## src/core/brrs_pkg.sv

```systemverilog
// Package: packet codes, option bit, counts for the RAM readback link
package brrs_pkg;
  localparam logic [31:0] HDR_CMD_WR = 32'h3000_8001;
  localparam logic [31:0] HDR_OPT_RD = 32'h2801_2001;
  localparam logic [31:0] HDR_OPT_WR = 32'h3001_2001;
  localparam logic [31:0] HDR_FAR_WR = 32'h3000_2001;
  localparam logic [31:0] HDR_FRAME_DATA_OUTPUT_REG_RD = 32'h2800_6000;
  localparam logic [31:0] CMD_START = 32'h0000_0005;
  localparam logic [31:0] CMD_CRC_RESET = 32'h0000_0007;
  localparam logic [31:0] CMD_READBACK = 32'h0000_0004;
  localparam logic [31:0] DUMMY_WORD = 32'hffff_ffff;
  localparam logic [31:0] SYNC_WORD = 32'haa99_5566;
  localparam logic [7:0] TYPE2_CODE = 8'h48;
  localparam logic [31:0] FAR_COL0 = 32'h0200_0000;
  localparam logic [31:0] FAR_COL1 = 32'h0202_0000;
  localparam int SHUTDOWN_BIT = 15;
  localparam int FLUSH_CLOCKS = 8;
  localparam int COLUMN_FRAMES = 65;
  localparam int PAD_BITS = 32;
  localparam logic [31:0] OPT_RESET = 32'h0000_0000;
  localparam logic [10:0] WORD_COUNT_DEF = 11'h30c;
endpackage : brrs_pkg

```

## src/core/brrs_if.sv

```systemverilog
// Interface: parallel configuration port between controller and device
interface brrs_if;
  logic cclk;
  logic cs;
  logic wr;
  logic [31:0] d_ctl;
  logic d_ctl_oe;
  logic [31:0] d_dev;
  logic d_dev_oe;
  logic busy;
  wire [31:0] d = d_ctl_oe ? d_ctl : (d_dev_oe ? d_dev : '1);
  modport ctl (output cclk, output cs, output wr, output d_ctl,
    output d_ctl_oe, input d_dev, input d_dev_oe, input busy);
  modport dev (input cclk, input cs, input wr, input d_ctl,
    input d_ctl_oe, output d_dev, output d_dev_oe, output busy);
endinterface : brrs_if

```

## src/core/brrs_device.sv

```systemverilog
// Device end: packet decoder, shutdown/start-up, RAM column readback
module brrs_device #(
  parameter int WORDS = 780
) (
  input wire logic clk,
  input wire logic reset,
  brrs_if.dev port,
  output logic user_enable,
  output logic ram_cfg_owner,
  output logic [31:0] ram_addr,
  input wire logic [31:0] ram_rdata
);
  if (WORDS < 1 || WORDS > 2047) begin : g_bad_words
    $error("WORDS out of range");
  end
  typedef enum {BRRS_HDR, BRRS_DATA, BRRS_T2, BRRS_OUT} brrs_st_t;
  brrs_st_t st_r;
  logic [2:0] ck_s;
  logic cs_s1_r, cs_s2_r, wr_s1_r, wr_s2_r;
  logic [31:0] d_s1_r, d_s2_r;
  logic [31:0] hdr_r, opt_r, far_r;
  logic [10:0] cnt_r;
  logic [3:0] flush_r;
  logic shut_pend_r;
  logic [31:0] dout_r;
  logic out_r;
  logic cclk_rise;
  ////////////////////////////////////////////////////////////////
  always_ff @(posedge clk) begin
    if (reset) begin
      ck_s <= 3'h0;
      cs_s1_r <= 1'b0;
      cs_s2_r <= 1'b0;
      wr_s1_r <= 1'b0;
      wr_s2_r <= 1'b0;
      d_s1_r <= 32'h0;
      d_s2_r <= 32'h0;
    end else begin
      ck_s <= {ck_s[1:0], port.cclk};
      cs_s1_r <= port.cs;
      cs_s2_r <= cs_s1_r;
      wr_s1_r <= port.wr;
      wr_s2_r <= wr_s1_r;
      d_s1_r <= port.d_ctl;
      d_s2_r <= d_s1_r;
    end
  end
  // Edge found on the second and third stages only
  assign cclk_rise = ck_s[1] & ~ck_s[2];
  ////////////////////////////////////////////////////////////////
  always_ff @(posedge clk) begin
    if (reset) begin
      st_r <= BRRS_HDR;
      hdr_r <= 32'h0;
      opt_r <= brrs_pkg::OPT_RESET;
      far_r <= 32'h0;
      cnt_r <= 11'h0;
      dout_r <= 32'h0;
      out_r <= 1'b0;
    end else if (cclk_rise && cs_s2_r) begin
      case (st_r)
        BRRS_HDR: begin
          out_r <= 1'b0;
          if (!wr_s2_r && d_s2_r == brrs_pkg::HDR_OPT_RD) begin
            dout_r <= opt_r;
            out_r <= 1'b1;
          end else if (!wr_s2_r && d_s2_r == brrs_pkg::HDR_FRAME_DATA_OUTPUT_REG_RD) begin
            st_r <= BRRS_T2;
          end else if (!wr_s2_r && (d_s2_r == brrs_pkg::HDR_OPT_WR
              || d_s2_r == brrs_pkg::HDR_CMD_WR
              || d_s2_r == brrs_pkg::HDR_FAR_WR)) begin
            hdr_r <= d_s2_r;
            st_r <= BRRS_DATA;
          end
        end
        BRRS_DATA: begin
          st_r <= BRRS_HDR;
          if (hdr_r == brrs_pkg::HDR_OPT_WR) opt_r <= d_s2_r;
          else if (hdr_r == brrs_pkg::HDR_FAR_WR) far_r <= d_s2_r;
        end
        BRRS_T2: begin
          if (d_s2_r[31:24] == brrs_pkg::TYPE2_CODE) begin
            cnt_r <= d_s2_r[10:0];
            st_r <= BRRS_OUT;
          end else st_r <= BRRS_HDR;
        end
        BRRS_OUT: begin
          if (cnt_r == 11'h0) begin
            st_r <= BRRS_HDR;
            out_r <= 1'b0;
          end else begin
            // Frames follow CLB frames; address counts on from far
            dout_r <= ram_rdata;
            out_r <= 1'b1;
            far_r <= far_r + 32'h1;
            cnt_r <= cnt_r - 11'h1;
          end
        end
        default: st_r <= BRRS_HDR;
      endcase
    end
  end
  ////////////////////////////////////////////////////////////////
  // Start command arms shutdown or start-up; ten clocks finish it
  always_ff @(posedge clk) begin
    if (reset) begin
      flush_r <= 4'h0;
      shut_pend_r <= 1'b0;
      user_enable <= 1'b1;
    end else if (cclk_rise) begin
      if (cs_s2_r && st_r == BRRS_DATA && hdr_r == brrs_pkg::HDR_CMD_WR
          && d_s2_r == brrs_pkg::CMD_START) begin
        shut_pend_r <= opt_r[brrs_pkg::SHUTDOWN_BIT];
        flush_r <= 4'(brrs_pkg::FLUSH_CLOCKS + 2);
      end else if (flush_r != 4'h0) begin
        flush_r <= flush_r - 4'h1;
        // One sequence; direction set by the option bit
        if (flush_r == 4'h1) user_enable <= ~shut_pend_r;
      end
    end
  end
  // Hand RAM to config logic while reading it out; user writes must stop
  assign ram_cfg_owner = (st_r == BRRS_OUT) | ~user_enable;
  // Column numbering rides in the start frame address
  assign ram_addr = far_r;
  assign port.d_dev = dout_r;
  // Drive only in a read slot; the controller owns the bus otherwise
  assign port.d_dev_oe = out_r & wr_s2_r;
  assign port.busy = (flush_r != 4'h0);
endmodule : brrs_device

```

## src/flat_wrapper.sv

```systemverilog
// flat-port wrapper written by rule: the top's interface ports become plain ports
module brrs_device_flat 
#(
  parameter int WORDS = 780
)
  (clk, reset, user_enable, ram_cfg_owner, ram_addr, ram_rdata, port_cclk, port_cs, port_wr, port_d_ctl, port_d_ctl_oe, port_d_dev, port_d_dev_oe, port_busy);
  brrs_if port_i ();
  input wire logic clk;
  input wire logic reset;
  output logic user_enable;
  output logic ram_cfg_owner;
  output logic [31:0] ram_addr;
  input wire logic [31:0] ram_rdata;
  input wire logic [$bits(port_i.cclk)-1:0] port_cclk;
  input wire logic [$bits(port_i.cs)-1:0] port_cs;
  input wire logic [$bits(port_i.wr)-1:0] port_wr;
  input wire logic [$bits(port_i.d_ctl)-1:0] port_d_ctl;
  input wire logic [$bits(port_i.d_ctl_oe)-1:0] port_d_ctl_oe;
  output wire logic [$bits(port_i.d_dev)-1:0] port_d_dev;
  output wire logic [$bits(port_i.d_dev_oe)-1:0] port_d_dev_oe;
  output wire logic [$bits(port_i.busy)-1:0] port_busy;
  assign port_i.cclk = port_cclk;
  assign port_i.cs = port_cs;
  assign port_i.wr = port_wr;
  assign port_i.d_ctl = port_d_ctl;
  assign port_i.d_ctl_oe = port_d_ctl_oe;
  assign port_d_dev = port_i.d_dev;
  assign port_d_dev_oe = port_i.d_dev_oe;
  assign port_busy = port_i.busy;
  brrs_device #(.WORDS(WORDS)) u_core (.clk(clk), .reset(reset), .port(port_i), .user_enable(user_enable), .ram_cfg_owner(ram_cfg_owner), .ram_addr(ram_addr), .ram_rdata(ram_rdata));
endmodule
```

## config.mk

```make
export PLATFORM = sky130hd
export DESIGN_NAME = brrs_device_flat
export DESIGN_NICKNAME = d
export VERILOG_FILES = /design/src/core/brrs_pkg.sv /design/src/core/brrs_if.sv /design/src/core/brrs_device.sv /design/src/flat_wrapper.sv
export SDC_FILE = /design/constraint.sdc
export NUM_CORES = 1
export LEC_CHECK = 0
export BUFFER_PORTS_ARGS = -buffer_cell sky130_fd_sc_hd__buf_2
export CAP_MARGIN = 25
export CORE_ASPECT_RATIO = 1.4
export CORE_MARGIN = 2
export CORE_UTILIZATION = 35
export DETAILED_ROUTE_END_ITERATION = 8
export HOLD_SLACK_MARGIN = 0.12
export PLACE_DENSITY = 0.62
export SLEW_MARGIN = 25
export SYNTH_ARGS = -nofsm -noshare
export SYNTH_HDL_FRONTEND = slang
export SYNTH_SLANG_ARGS = --single-unit
```

## constraint.sdc

```tcl
create_clock -name clk -period 2.1 [get_ports clk]
set_input_delay 0.21 -clock clk [delete_from_list [all_inputs] [get_ports clk]]
set_output_delay 0.21 -clock clk [all_outputs]
set_load 0.01 [all_outputs]
```

# == Word-level counts from Yosys, hierarchy flattened ==
# Cells that the tools add are included.
# W data, S select, Z words.
# totals
ff_bits,249
input_bits,70
output_inout_bits,68
wordCells,101
# classes
addsub,3
n_eq_ne,24
n_mux,21
bitwise,9
n_reduce_logical,27
# ops
operator,count
$mux W32,9
$eq A32 B30 Y1 const B,8
$pmux W32 S2,2
$eq A32 B2 Y1 const B,3
$pmux W32 S3,1
$eq A32 B3 Y1 const B,2
$add A32 B1 Y32 const B,1
$eq A32 B1 Y1 const B,1
$logic_not A32 Y1,1
$mux W11,2
$pmux W11 S2,1
$reduce_and A4 Y1,4
$logic_not A11 Y1,1
$sub A11 B1 Y11 const B,1
$reduce_and A5 Y1,2
$eq A8 B7 Y1 const B,1
$mux W4,2
$ne A2 B1 Y1 const B,4
$reduce_bool A2 Y1,4
$logic_and A1 B1 Y1,7
$ne A2 B2 Y1 const B,3
$not A1 Y1,6
$reduce_and A2 Y1,3
$eq A4 B1 Y1 const B,1
11 further kinds,14

# == Longest topological paths before layout ==
# logic_depth
depth_word,8
mapped_depth,10
mapped_depth_nobuf,8

# == Worst setup path before layout ==
# No wires, ideal clock.
# synth_timing
path_kind,reg-to-reg
start,register u_core.st_r[0]
end,register u_core.far_r[11] (netlist: u_core.ram_addr[11])
setup_ps,116
arrival_time_ps,2099
required_time_ps,1984
setup_slack_ps,-115
path_stages_with_launch,9
period_less_slack_ps,2215
path_cell_list,dfxtp_1 -> ha_1 -> or4bb_1 -> nor4_4 -> nor4b_2 -> a21oi_4 -> buf_4 -> nor3_1 -> a31o_2
# synth_via
elab_chain_cells,3
elab_cells_between_ends,8
cone_classes,eq/ne: 5; mux: 1; reduce/logical: 2
# synth_rtl
item,line_no,rtl
start: declaration,brrs_device.sv:17,brrs_st_t st_r;
start signal: assignment,brrs_device.sv:53,st_r <= BRRS_HDR;
start signal: assignment,brrs_device.sv:68,st_r <= BRRS_T2;
start signal: assignment,brrs_device.sv:73,st_r <= BRRS_DATA;
$eq A32 B1 Y1 or $eq A32 B2 Y1 (tied branches),brrs_device.sv:61,case (st_r)
"$ne A2 B2 Y1 (no line), or another cell as far along",--,
$reduce_and A5 Y1 (no line),--,
end signal: assignment,brrs_device.sv:79,else if (hdr_r == brrs_pkg::HDR_FAR_WR) far_r <= d_s2_r;
end signal: assignment,brrs_device.sv:95,far_r <= far_r + 32'h1;
end: declaration,brrs_device.sv:21,"logic [31:0] hdr_r, opt_r, far_r;"
# Parallel ways exist; a longest one is shown, timed or not.
# A chain may end at the register's enable or synchronous reset.

# == Worst setup path in the final report ==
# layout_timing
start,register u_core.d_s2_r[26]
end,register u_core.st_r[1]
# layout_via
elab_chain_cells,6
elab_cells_between_ends,18
cone_classes,eq/ne: 8; mux: 4; reduce/logical: 6
# layout_rtl
item,line_no,rtl
start: declaration,brrs_device.sv:20,"logic [31:0] d_s1_r, d_s2_r;"
start signal: assignment,brrs_device.sv:45,d_s2_r <= d_s1_r;
"$eq A32 B30 Y1, on equally long branches","brrs_device.sv:69, brrs_device.sv:70",
$logic_or A1 B1 Y1,brrs_device.sv:70,|| d_s2_r == brrs_pkg::HDR_CMD_WR
$logic_or A1 B1 Y1,brrs_device.sv:71,|| d_s2_r == brrs_pkg::HDR_FAR_WR)) begin
$logic_and A1 B1 Y1,brrs_device.sv:69,end else if (!wr_s2_r && (d_s2_r == brrs_pkg::HDR_OPT_WR
$ne A3 B1 Y1 (no line),--,
$reduce_and A4 Y1 (no line),--,
end signal: assignment,brrs_device.sv:68,
end signal: assignment,brrs_device.sv:73,
end signal: assignment,brrs_device.sv:77,st_r <= BRRS_HDR;
# Parallel ways exist; a longest one is shown, timed or not. The select of a mux whose other input is x is not followed.

==> results.tsv <==
metric	value	unit
async_reset_ff_share	0	%
cpLargestDelayFamily	simple AND/OR/NAND/NOR gates	
vdd_drop_max	667	uV
ys_seq_area_share	48.6	%
drive_gt1_share	33.3	%
die_h	194	um
ant_nets	0	
grt_setup_unrepaired	true	
grt_pass1_wl	43.1	mm
synth_area	9020	um^2
power_frac_clock	47.6	%
maxCapViolCount	0	
setup_viol	86	
io_pins	138	
status	complete, but fails checks	
p_sw_share	20.8	%
finClkSkew	0.0138	ns
worst-setup-path-type	reg2reg	
post-place-ws	-0.256	ns
synth.top_cells.by_area	dfxtp_1, nor2b_1, a21oi_1	
pwr-share-seq	47.3	%
yosysMostFrequentCell	dfxtp_1	
wl	27.8	mm
io_buffers	136	
path_cells	nor4_2 -> buf_4 -> o2111ai_1 -> or4_4 -> a221oi_4 -> nor2_1 -> nor3_1	
timing.reg2reg.setup_slack	-0.23	ns
clockBufferDepth	3	
p_sw	1870	uW
synth_xor_area_share	0.0971	%
cts.sink_count	219	
synth-compound-area-share	12.5	%
p_int	7120	uW
dp_hpwl	17.5	mm
cp_num_buf_inv	1	
numCtsBuffers	23	
hold_slack	0.144	ns
gp_congestion	0.825	
area_growth	47.0	%
synthAdderAreaFrac	1.25	%
yosys.area.top_type	dfxtp_1	
arrival	2.71	ns
synth-edff-count	0	
crit_fanout	5	
dpl.cell_count	1506	
setup_tns	-8.84	ns
max_stage_delay	0.51	ns
cts_root_buf	clkbuf_16	
htreeDepth	1	
period_share	111	%
via_count	8391	
postSynthCellCount	1007	
pwr-share-comb	5.1	%
start_util	35.5	%
grt_remaining_overflow	0	
rows	69	
ys_top_cells_by_count	dfxtp_1, nand2_1, nor2b_1, a21oi_1, nor2_1	
yosysWarnings	0	
powerDensity	678	nW/um^2
min_period	2.33	ns
max_slew_margin	58.8	%
violations	setup timing	
endpoint_kind	flop	
max_freq	430	MHz
yosys-mux-area-fraction	8.10	%
yosysTopAreaCellShare	48.6	%
drtIter0Drc	514	
antenna_found_initial	0	
grt.total_usage	19.3	%
final_hold_viol_count	0	
clk_pin_slew	0.06	ns
coreArea	25400	um^2
cp-startpoint	u_core.d_s2_r[26]$_SDFF_PP0_	
slowest_stage	or4_4	
hold_class	in2reg	
start_kind	flop	
worstReg2RegStart	u_core.d_s2_r[26]$_SDFF_PP0_	
setup_ws	-0.227	ns
grt_pass1_vias	8330	
ys_seq_elements	219	
synth_top_family_by_area	simple AND/OR/NAND/NOR gates	
drt_first_pass_iters	5	
netlist-cell-type-count	66	
slew_viol_final	0	
insertion_delay	0.50	ns
p_leak	0.00558	uW
final_core_util	52.2	%
tightest_slew	0.618	ns
die_area	27100	um^2
cts_tree	built	
antenna_cells	0	
drt-vias-per-instance	5.10	
syn_avg_cell_area	8.96	um^2
drc	0	
worstPathRequired	2.48	ns
synthesis.nets	1086	
die_x	140	um
final-instance-count-excl-fill	1645	
wire_per_inst	16.9	um
hp-start	reset	
grt_max_degree	69	
finalNetCount	1393	
synthFlopType	dfxtp_1	
synth-simple-area-share	25.6	%
## per-stage QoR
step	area (um^2)	total power (uW)
2_1_floorplan	9100	4480
3_3_place_gp	10900	4660
5_1_grt	13300	9290
4_1_cts	13000	9040
6_report	13300	8990
3_5_place_dp	10900	4670
## state kept, by name, indices dropped and copies added, names as in the netlist, 2 cells and up
| name | flops |
|---|---|
| u_core.d_s1_r | 32 |
| u_core.opt_r | 32 |
| u_core.flush_r | 4 |
| u_core.ram_addr | 32 |
| u_core.ck_s | 3 |
| u_core.cnt_r | 11 |
| u_core.hdr_r | 32 |
| u_core.st_r | 2 |
| u_core.port.d_dev | 32 |
| u_core.d_s2_r | 32 |
## kinds of logic after synthesis
| family | after synthesis |
|---|---|
| compound gates | 193 |
| xor+xnor | 1 |
| fa+ha+maj | 9 |
| buf+inv | 78 |
| flops | 219 |
| mux | 69 |
| simple gates | 438 |
## what timing repair did
action                                 CTS  global route
hold buffers                            67             0
setup endpoints to repair              142           146
buffers inserted                        22             9
pin swaps                               32            35
gates cloned                             9             2
endpoints found under the hold margin   67             0
resized for setup                       73            71
## area by class of cell
class                      instances  area, um^2
clock buffer                      30         652
clock inverter                     7         140
fill                            2271       12100
inverter                          17        66.3
multi-input combinational        710        4770
sequential                       219        4400
tap                              319         399
timing repair buffer             343        2830
## path summary, 6_finish.rpt
| kind | to | cells after the start |
|---|---|---|
| setup reg to reg | u_core.st_r[1]$_SDFFE_PP0P_ | 7 |
| hold / removal | u_core.d_s1_r[11]$_SDFF_PP0_ | 2 |
| setup / recovery | u_core.st_r[1]$_SDFFE_PP0P_ | 7 |
| hold reg to reg | u_core.d_s2_r[29]$_SDFF_PP0_ | 1 |
## power by group through the flow
stage	sequential (uW)	combinational, uW	clock (uW)
final	4250	460	4280
after global routing	4250	494	4540
after CTS	4250	430	4370
after detailed placement	4340	326	0
after global placement	4340	323	0
after floorplan	4330	147	0
## per-layer routing
layer,part of all wire [%],track usage (%)
met5,0,0
met4,3.0,5.44
met3,4.9,2.49
met2,51,35.4
met1,41,23.5
## cell usage in the layout, fill, tap and decap left out, drive strengths merged, types with 3 or more instances in the layout
master / n
a211oi: 5
a21o: 4
a21oi: 92
a22oi: 5
a31oi: 7
and2: 30
and3: 5
and4b: 3
buf: 274
bufinv: 4
clkbuf: 32
dfxtp: 219
dlygate4sd3: 67
ha: 9
inv: 17
mux2: 32
mux2i: 37
nand2: 114
nand2b: 4
nand3: 19
nand3b: 4
nand4: 16
nor2: 76
nor2b: 96
nor3: 24
nor4: 25
nor4b: 3
nor4bb: 3
o21ai: 51
o22ai: 4
o31a: 3
o32ai: 4
or4: 4
## worst register-to-register path, stage by stage (launching register included)
cell	delay, ns
dfxtp_2	0.34
nor4_2	0.27
buf_4	0.19
o2111ai_1	0.21
or4_4	0.51
a221oi_4	0.32
nor2_1	0.10
nor3_1	0.28
(Power assumes the default switching activity.)
